File: src/idr_cfg.svh
// constants for the i/o range decode configuration bank
// assumes: included by bare name from the package and the design modules
`ifndef IDR_CFG_SVH
`define IDR_CFG_SVH

// register offsets, byte addresses in configuration space
`define IDR_OFF_BUS      8'h40
`define IDR_OFF_PIN      8'h44
`define IDR_OFF_PWR      8'h48
`define IDR_OFF_GPE      8'h4c
`define IDR_OFF_CLK      8'h54
`define IDR_OFF_PCTL     8'h58

// field positions
`define IDR_EN_BIT       31
`define IDR_BASE_MSB     15
`define IDR_LSB_WIDE     6
`define IDR_LSB_PWR      4
`define IDR_CLK2_BIT     18
`define IDR_CLK1_BIT     17

// reset values
`define IDR_BASE_RST     32'h0000_0000
`define IDR_CLK_RST      32'h0006_0000
`define IDR_PCTL_RST     32'h0000_0001

// geometry
`define IDR_NUM_WIN      4
`define IDR_IO_AW        16

`endif

File: src/idr_pkg.sv
// types shared by the i/o range decode configuration bank
// assumes: idr_cfg.svh is on the include path
`include "idr_cfg.svh"

package idr_pkg;

   typedef logic [31:0] idr_word_t;

   // order gives the bit position of each window's claim output
   typedef enum {
      IDR_WIN_BUS,
      IDR_WIN_PIN,
      IDR_WIN_PWR,
      IDR_WIN_GPE
   } idr_win_t;

endpackage

File: src/idr_bank.sv
// top of the i/o range decode configuration bank
// assumes: config cycles and i/o requests arrive on core_clk, one per strobe
//
// Overview of operation
// - bus controller window decodes only when enabled
// - bus controller base bits 15:6, 64 bytes
// - pin block window decodes only when enabled
// - pin block base bits 15:6, 64 bytes
// - power event window decodes only when enabled
// - power event base bits 15:4, low reserved
// - general event window decodes only when enabled
// - general event base bits 15:6, 64 bytes
// - bits 18, 17 gate output clocks, default on
// - registers reached by configuration read and write
`timescale 1ns/1ps
`default_nettype none
`include "idr_cfg.svh"

module idr_bank (
   input  wire logic                       core_clk,
   input  wire logic                       srst,
   input  wire logic                       ce,
   input  wire logic                       cfg_req,
   input  wire logic                       cfg_we,
   input  wire logic [7:0]                 cfg_addr,
   input  wire logic [3:0]                 cfg_be,
   input  wire idr_pkg::idr_word_t         cfg_wdata,
   output idr_pkg::idr_word_t              cfg_rdata_q,
   output logic                            cfg_ack_q,
   input  wire logic                       io_req,
   input  wire logic [`IDR_IO_AW-1:0]      io_addr,
   output logic [`IDR_NUM_WIN-1:0]         io_hit_q,
   output logic                            clk1_en_q,
   output logic                            clk2_en_q
);

   idr_pkg::idr_word_t  base_q [`IDR_NUM_WIN];
   idr_pkg::idr_word_t  pctl_q;
   idr_pkg::idr_word_t  rdata_d;
   logic [7:0]          word_addr;
   logic                wr_stb;
   logic [`IDR_NUM_WIN-1:0] base_wr;
   // a macro literal cannot be bit-selected, so name the reset image
   localparam idr_pkg::idr_word_t CLK_RST = `IDR_CLK_RST;

   // config cycles address whole dwords; byte lanes pick the bytes
   assign word_addr = {cfg_addr[7:2], 2'b00};
   assign wr_stb    = cfg_req && cfg_we;

   always_comb begin
      base_wr = '0;
      case (word_addr)
         `IDR_OFF_BUS: begin
            base_wr[idr_pkg::IDR_WIN_BUS] = wr_stb;
         end
         `IDR_OFF_PIN: begin
            base_wr[idr_pkg::IDR_WIN_PIN] = wr_stb;
         end
         `IDR_OFF_PWR: begin
            base_wr[idr_pkg::IDR_WIN_PWR] = wr_stb;
         end
         `IDR_OFF_GPE: begin
            base_wr[idr_pkg::IDR_WIN_GPE] = wr_stb;
         end
         default: begin
            base_wr = '0;
         end
      endcase
   end

   // one base register and one claim decoder per window
   genvar gi;
   generate
      for (gi = 0; gi < `IDR_NUM_WIN; gi++) begin : g_win
         // the power event block is the only 16-byte window
         localparam int LSB = (gi == idr_pkg::IDR_WIN_PWR) ?
                              `IDR_LSB_PWR : `IDR_LSB_WIDE;

         idr_base_reg #(
            .LSB      (LSB)
         ) u_base (
            .core_clk (core_clk),
            .srst     (srst),
            .ce       (ce),
            .wr       (base_wr[gi]),
            .be       (cfg_be),
            .wdata    (cfg_wdata),
            .base_q   (base_q[gi])
         );

         idr_win_dec #(
            .LSB      (LSB)
         ) u_dec (
            .core_clk (core_clk),
            .srst     (srst),
            .ce       (ce),
            .io_req   (io_req),
            .io_addr  (io_addr),
            .base_q   (base_q[gi]),
            .hit_q    (io_hit_q[gi])
         );
      end
   endgenerate

   // output clock gates; only bits 18 and 17 are stored
   always_ff @(posedge core_clk) begin
      if (srst) begin
         clk2_en_q <= CLK_RST[`IDR_CLK2_BIT];
         clk1_en_q <= CLK_RST[`IDR_CLK1_BIT];
      end else if (ce && wr_stb && word_addr == `IDR_OFF_CLK && cfg_be[2]) begin
         clk2_en_q <= cfg_wdata[`IDR_CLK2_BIT];
         clk1_en_q <= cfg_wdata[`IDR_CLK1_BIT];
      end
   end

   // field layout unknown here, so kept as plain storage per byte lane
   always_ff @(posedge core_clk) begin
      if (srst) begin
         pctl_q <= `IDR_PCTL_RST;
      end else if (ce && wr_stb && word_addr == `IDR_OFF_PCTL) begin
         for (int b = 0; b < 4; b++) begin
            if (cfg_be[b]) begin
               pctl_q[b*8 +: 8] <= cfg_wdata[b*8 +: 8];
            end
         end
      end
   end

   // read mux; unmapped offsets read zero
   always_comb begin
      rdata_d = '0;
      case (word_addr)
         `IDR_OFF_BUS: begin
            rdata_d = base_q[idr_pkg::IDR_WIN_BUS];
         end
         `IDR_OFF_PIN: begin
            rdata_d = base_q[idr_pkg::IDR_WIN_PIN];
         end
         `IDR_OFF_PWR: begin
            rdata_d = base_q[idr_pkg::IDR_WIN_PWR];
         end
         `IDR_OFF_GPE: begin
            rdata_d = base_q[idr_pkg::IDR_WIN_GPE];
         end
         `IDR_OFF_CLK: begin
            rdata_d[`IDR_CLK2_BIT] = clk2_en_q;
            rdata_d[`IDR_CLK1_BIT] = clk1_en_q;
         end
         `IDR_OFF_PCTL: begin
            rdata_d = pctl_q;
         end
         default: begin
            rdata_d = '0;
         end
      endcase
   end

   // every cycle seen with ce high is answered one edge later; writes answer with zero data
   always_ff @(posedge core_clk) begin
      if (srst) begin
         cfg_ack_q <= 1'b0;
      end else if (ce) begin
         cfg_ack_q <= cfg_req;
      end
   end

   always_ff @(posedge core_clk) begin
      if (srst) begin
         cfg_rdata_q <= '0;
      end else if (ce) begin
         cfg_rdata_q <= (cfg_req && !cfg_we) ? rdata_d : '0;
      end
   end
endmodule
`default_nettype wire

File: src/idr_base_reg.sv
// one window base register: enable bit and base field, rest reads zero
// assumes: wr is a one-cycle write strobe already decoded for this offset
`timescale 1ns/1ps
`default_nettype none
`include "idr_cfg.svh"

module idr_base_reg #(
   parameter int LSB = `IDR_LSB_WIDE
) (
   input  wire logic                core_clk,
   input  wire logic                srst,
   input  wire logic                ce,
   input  wire logic                wr,
   input  wire logic [3:0]          be,
   input  wire idr_pkg::idr_word_t  wdata,
   output idr_pkg::idr_word_t       base_q
);

   // bits outside the mask are only ever loaded by reset, so they stay zero
   always_ff @(posedge core_clk) begin
      if (srst) begin
         base_q <= `IDR_BASE_RST;
      end else if (ce && wr) begin
         if (be[3]) begin
            base_q[`IDR_EN_BIT] <= wdata[`IDR_EN_BIT];
         end
         if (be[1]) begin
            base_q[`IDR_BASE_MSB:8] <= wdata[`IDR_BASE_MSB:8];
         end
         if (be[0]) begin
            base_q[7:LSB] <= wdata[7:LSB];
         end
      end
   end

endmodule
`default_nettype wire

File: src/idr_win_dec.sv
// claim logic for one i/o window, registered one cycle after the request
// assumes: io_req and io_addr come from logic on core_clk
`timescale 1ns/1ps
`default_nettype none
`include "idr_cfg.svh"

module idr_win_dec #(
   parameter int LSB = `IDR_LSB_WIDE
) (
   input  wire logic                       core_clk,
   input  wire logic                       srst,
   input  wire logic                       ce,
   input  wire logic                       io_req,
   input  wire logic [`IDR_IO_AW-1:0]      io_addr,
   input  wire idr_pkg::idr_word_t         base_q,
   output logic                            hit_q
);

   logic hit_d;

   // address bits below the window size are ignored
   always_comb begin
      hit_d = io_req && base_q[`IDR_EN_BIT] &&
              (io_addr[`IDR_BASE_MSB:LSB] == base_q[`IDR_BASE_MSB:LSB]);
   end

   always_ff @(posedge core_clk) begin
      if (srst) begin
         hit_q <= 1'b0;
      end else if (ce) begin
         hit_q <= hit_d;
      end
   end

endmodule
`default_nettype wire

File: config.mk
export PLATFORM = sky130hd
export DESIGN_NAME = idr_bank
export DESIGN_NICKNAME = d
export VERILOG_FILES = /design/src/idr_pkg.sv /design/src/idr_bank.sv /design/src/idr_base_reg.sv /design/src/idr_win_dec.sv
export VERILOG_INCLUDE_DIRS = /design/src
export SDC_FILE = /design/constraint.sdc
export NUM_CORES = 1
export LEC_CHECK = 0
export ABC_AREA = 1
export ABC_CLOCK_PERIOD_IN_PS = 1900
export BUFFER_PORTS_ARGS = -buffer_cell sky130_fd_sc_hd__buf_2
export CAP_MARGIN = 20
export CORE_MARGIN = 5
export CORE_UTILIZATION = 42
export DETAILED_ROUTE_END_ITERATION = 10
export HOLD_SLACK_MARGIN = 0.08
export MAX_ROUTING_LAYER = met4
export SYNTH_ARGS = -nofsm -noshare
export SYNTH_HDL_FRONTEND = slang
export SYNTH_HIERARCHICAL = 1
export SYNTH_SLANG_ARGS = --single-unit
File: constraint.sdc
create_clock -name core_clk -period 1.9 [get_ports core_clk]
set_clock_uncertainty 0.15 [all_clocks]
set_input_delay 0.57 -clock core_clk [delete_from_list [all_inputs] [get_ports core_clk]]
set_output_delay 0.57 -clock core_clk [all_outputs]
set_load 0.02 [all_outputs]
# Word level (Yosys, flattened, before mapping)
# Cells that the tools add are included.
# Widths: inputs -> output; s select.
# totals
ff_bits,117
input_bits,66
out_inout_bits,39
word_cells,77
# classes
eq_ne,10
muxes,8
reduce_logical,35
# ops
operator,n
$pmux 17 s5,1
$pmux 13 s5,1
$eq 6x5->1 const B,6
$mux 32,1
$reduce_and 2->1,16
$eq 10x10->1,3
$logic_and 1x1->1,18
$eq 12x12->1,1
$mux 1,4
$pmux 2 s2,1
$logic_not 1->1,1

# Logic depth before layout (Yosys ltp)
# logic_depth
depth_word,4
ltp_mapped,10
mapped_depth_nobuf,9

# Hierarchy
# The synthesis kept the hierarchy.
# modules_own_cells
mod,instances,cells_each,area_each_um2
idr_bank,1,608,3882.5
idr_base_reg (g_win[0].u_base ...),3,94,643.1
idr_base_reg (g_win[2].u_base),1,104,700.7
idr_win_dec (g_win[0].u_dec ...),3,48,224.0
idr_win_dec (g_win[2].u_dec),1,66,284.0

# Worst setup path before layout
# No wires, ideal clock.
# synth_timing
path_type,input port to flip-flop
from,in cfg_addr[5]
to,reg g_win[0].u_base.base_q[10]
setup_time_ns,0.113
arrival_time_ns,1.751
required_ns,1.637
setup_slack_ns,-0.114
cell_stages,7
path_buffers,1
cell_sequence,nor2_2 -> nand2_2 -> nor4_1 -> nand3_4 -> buf_6 -> nor2_1 -> nor2_1
# synth_via
elab_chain_len,4
# synth_rtl
item,line_no,source
from (decl),idr_bank.sv:25,"input wire logic [7:0] cfg_addr,"
$eq 6x5->1,idr_bank.sv:52,case (word_addr)
$mux 1,idr_bank.sv:52,
via base_wr[0],idr_bank.sv:42,logic [`IDR_NUM_WIN-1:0] base_wr;
$logic_and 1x1->1,idr_base_reg.sv:23,end else if (ce && wr) begin
$reduce_and 2->1 (no line),--,
to (signal assigned),idr_base_reg.sv:22,base_q <= `IDR_BASE_RST;
"to (signal, indexed assignment)",idr_base_reg.sv:25,base_q[`IDR_EN_BIT] <= wdata[`IDR_EN_BIT];
"to (signal, indexed assignment)",idr_base_reg.sv:28,base_q[`IDR_BASE_MSB:8] <= wdata[`IDR_BASE_MSB:8];
to (decl),idr_base_reg.sv:16,output idr_pkg::idr_word_t base_q
# The timed path passes the listed nets, and every way through them passes these cells.
# A chain may end at the register's enable or synchronous reset.

# Worst setup path after layout
# layout_timing
from,in ce
to,reg pctl_q[29]
# layout_via
elab_chain_len,3
# layout_rtl
item,line_no,source
from (decl),idr_bank.sv:22,"input wire logic ce,"
$logic_and 1x1->1,idr_bank.sv:120,end else if (ce && wr_stb && word_addr == `IDR_OFF_PCTL) begin
$logic_and 1x1->1 (no line),--,
$reduce_and 2->1 (no line),--,
to (signal assigned),idr_bank.sv:119,pctl_q <= `IDR_PCTL_RST;
"to (signal, indexed assignment)",idr_bank.sv:123,pctl_q[b*8 +: 8] <= cfg_wdata[b*8 +: 8];
to (decl),idr_bank.sv:38,idr_pkg::idr_word_t pctl_q;
# No other way between the ends.

==> impl_metrics.tcl <==
set metrics [dict create \
    relSlewSlack_pct 66.3 \
    first_pass_iters 5 \
    dieArea_sq_mm 0.0205 \
    postRouteAntennaNets 0 \
    drt_iter0_markers 425 \
    clkTransAtPathRegs_ns 0.05 \
    cp.arrival_ns 1.85 \
    synth_area_leaders "dfxtp_1 31%, nand2_1 19%, buf_4 9.2%, nand3_1 8.2%, nor2_1 7.8%" \
    root_buffer "clkbuf_16" \
    synth_edf_count 0 \
    cts_max_path_buffers 2 \
    core_sq_mm 0.0174 \
    grt_max_degree 46 \
    criticalPathCategory "input port to flop" \
    holdWs_ns 0.240 \
    dp_hpwl_um 15200 \
    cp_max_fo 10 \
    ys.flop_type "dfxtp_1" \
    grt_usage_pct 21.4 \
    power_mw 6.10 \
    grt_pass1_vias 6355 \
    vias_per_cell 4.47 \
    hp-class "input port to flop" \
    fmax_mhz 591 \
    synth_top_area_share_pct 31.4 \
    setup_viol 0 \
    io_buffers 98 \
    h-tree-depth 4 \
    fin_nets 1399 \
    post-route-min-period_ns 1.69 \
    avgSynthCellArea_sq_um 6.20 \
    syn_area_sq_mm 0.00747 \
    grt_pass1_wl_um 33300 \
    synth_cells 1204 \
    yosysWarnings 6 \
    die_w_um 143 \
    end_kind "flop" \
    final_layout_size_suffix_gt1_share_pct 16.6 \
    cts_made_buffers 17 \
    antenna_cells 0 \
    async_flop_share_pct 0 \
    seq_area_frac_synth_pct 31.4 \
    area_growth_pct 17.2 \
    start_util_pct 43.0 \
    max-cap-violations 0 \
    rsz0062_at_grt "false" \
    postCtsHoldBufs 0 \
    antenna_found_initial 0 \
    drc 0 \
    worstMarginPinSlew_ns 0.505 \
    gp_congestion 0.844 \
    totalWireLength_um 20800 \
    clock_latency_ns 0.42 \
    crit_required_ns 2.06 \
    setup_tns_ns 0 \
    synthDistinctLibCells 33 \
    startpoint_type "input port" \
    vdd_drop_max_uv 670 \
    cts_repair_resize_count 0 \
    drv_slew 0 \
    setup_slack_ns 0.209 \
    hold_viol 0 \
    clkSinkCount 117 \
    ios 105 \
    dr_total_vias 7030 \
    tritoncts "built" \
    synthTopCellsByCount "376 x nand2_1, 155 x nor2_1, 135 x inv_1" \
    die_y_um 143 \
    grt-ovfl-total 0 \
    status "finished, final reports clean" \
    p_leak_nw 4.53 \
    rows 48 \
    synth.most_common_cell "nand2_1" \
    synth_top_area_cell "dfxtp_1" \
    pre_cts_slack_ns -0.205 \
    postCtsSetupBuffers 0 \
    ys_ff_latch 117 \
    wl_per_cell_um 13.2 \
    period_share_pct 89.0 \
    p_per_area_mw_per_mm2 698 \
]
[layout by cell type (no fill, tap or decap), drive strengths merged, types with 11 or more instances in the layout]
cell / instances
a21oi: 63
and2: 13
buf: 160
clkbuf: 22
conb: 82
dfxtp: 117
inv: 138
nand2: 388
nand3: 127
nor2: 163
o21ai: 18
o21bai: 18
xnor2: 11
[flip-flops by register name, indices dropped and copies added (netlist names)]
| register | cells |
|---|---|
| cfg_rdata_q | 32 |
| cfg_ack_q | 1 |
| g_win.u_dec/hit_q | 4 |
| clk2_en_q | 1 |
| pctl_q | 32 |
| clk1_en_q | 1 |
| g_win.u_base/base_q | 46 |
[area by class of cell]
type                            count  area (sq um)
Clock buffer                       22           464
Clock inverter                     10           105
Fill cell                        1817          8610
Inverter                          138           518
Multi-Input combinational cell    899          4010
Sequential cell                   117          2340
Tap cell                          225           282
Timing Repair Buffer              160          1030
[power by group]
group | switching (mW) | internal (mW)
clock | 1.16 | 1.98
combinational | 0.334 | 0.163
sequential | 0.00261 | 2.46
[final timing paths]
check / start / endpoint / slack, ns / depth (start not counted)
worst max register to register: g_win[2].u_base/base_q[4]$_SDFFE_PP0P_ / g_win[2].u_dec/hit_q$_SDFFE_PP0P_ / 0.56 / 8
worst min register to register: pctl_q[22]$_SDFFE_PP0P_ / pctl_q[22]$_SDFFE_PP0P_ / 0.30 / 2
worst min-delay path: cfg_wdata[0] / pctl_q[0]$_SDFFE_PP1P_ / 0.24 / 3
worst max-delay path: ce / pctl_q[29]$_SDFFE_PP0P_ / 0.21 / 9
[logic make-up after synthesis]
family / after synthesis / synth area share (%)
AOI/OAI and AO/OA: 103 / 7.84
xor gates and xnor gates: 14 / 1.64
buffers and inverters: 266 / 19.0
DFF: 117 / 31.4
other: 4 / 0.201
and+or+nand+nor: 700 / 39.9
[stage by stage]
step	area, sq um	util [%]	cells
floorplan	7770	-	1282
global placement	8180	47.1	1539
detailed placement	8180	47.1	1539
CTS	8750	50.4	1571
global route	8750	50.4	1571
finish	8750	50.4	1571
[worst max-delay path, stage by stage]
cell	delay, ns
buf_2	0.14
inv_2	0.06
nor2_1	0.18
inv_2	0.08
nor2_4	0.28
nand2_1	0.11
buf_4	0.19
o21ai_0	0.16
a21oi_1	0.06
[routing by layer]
metal	GRT usage [%]	up-vias	share of wire [%]
li1	-	3800	-
met2	33.8	160	45
met4	5.25	0	1.4
met1	28.2	3048	48
met3	4.43	22	5.0
met5	-	-	0
(Power assumes the default switching activity.)
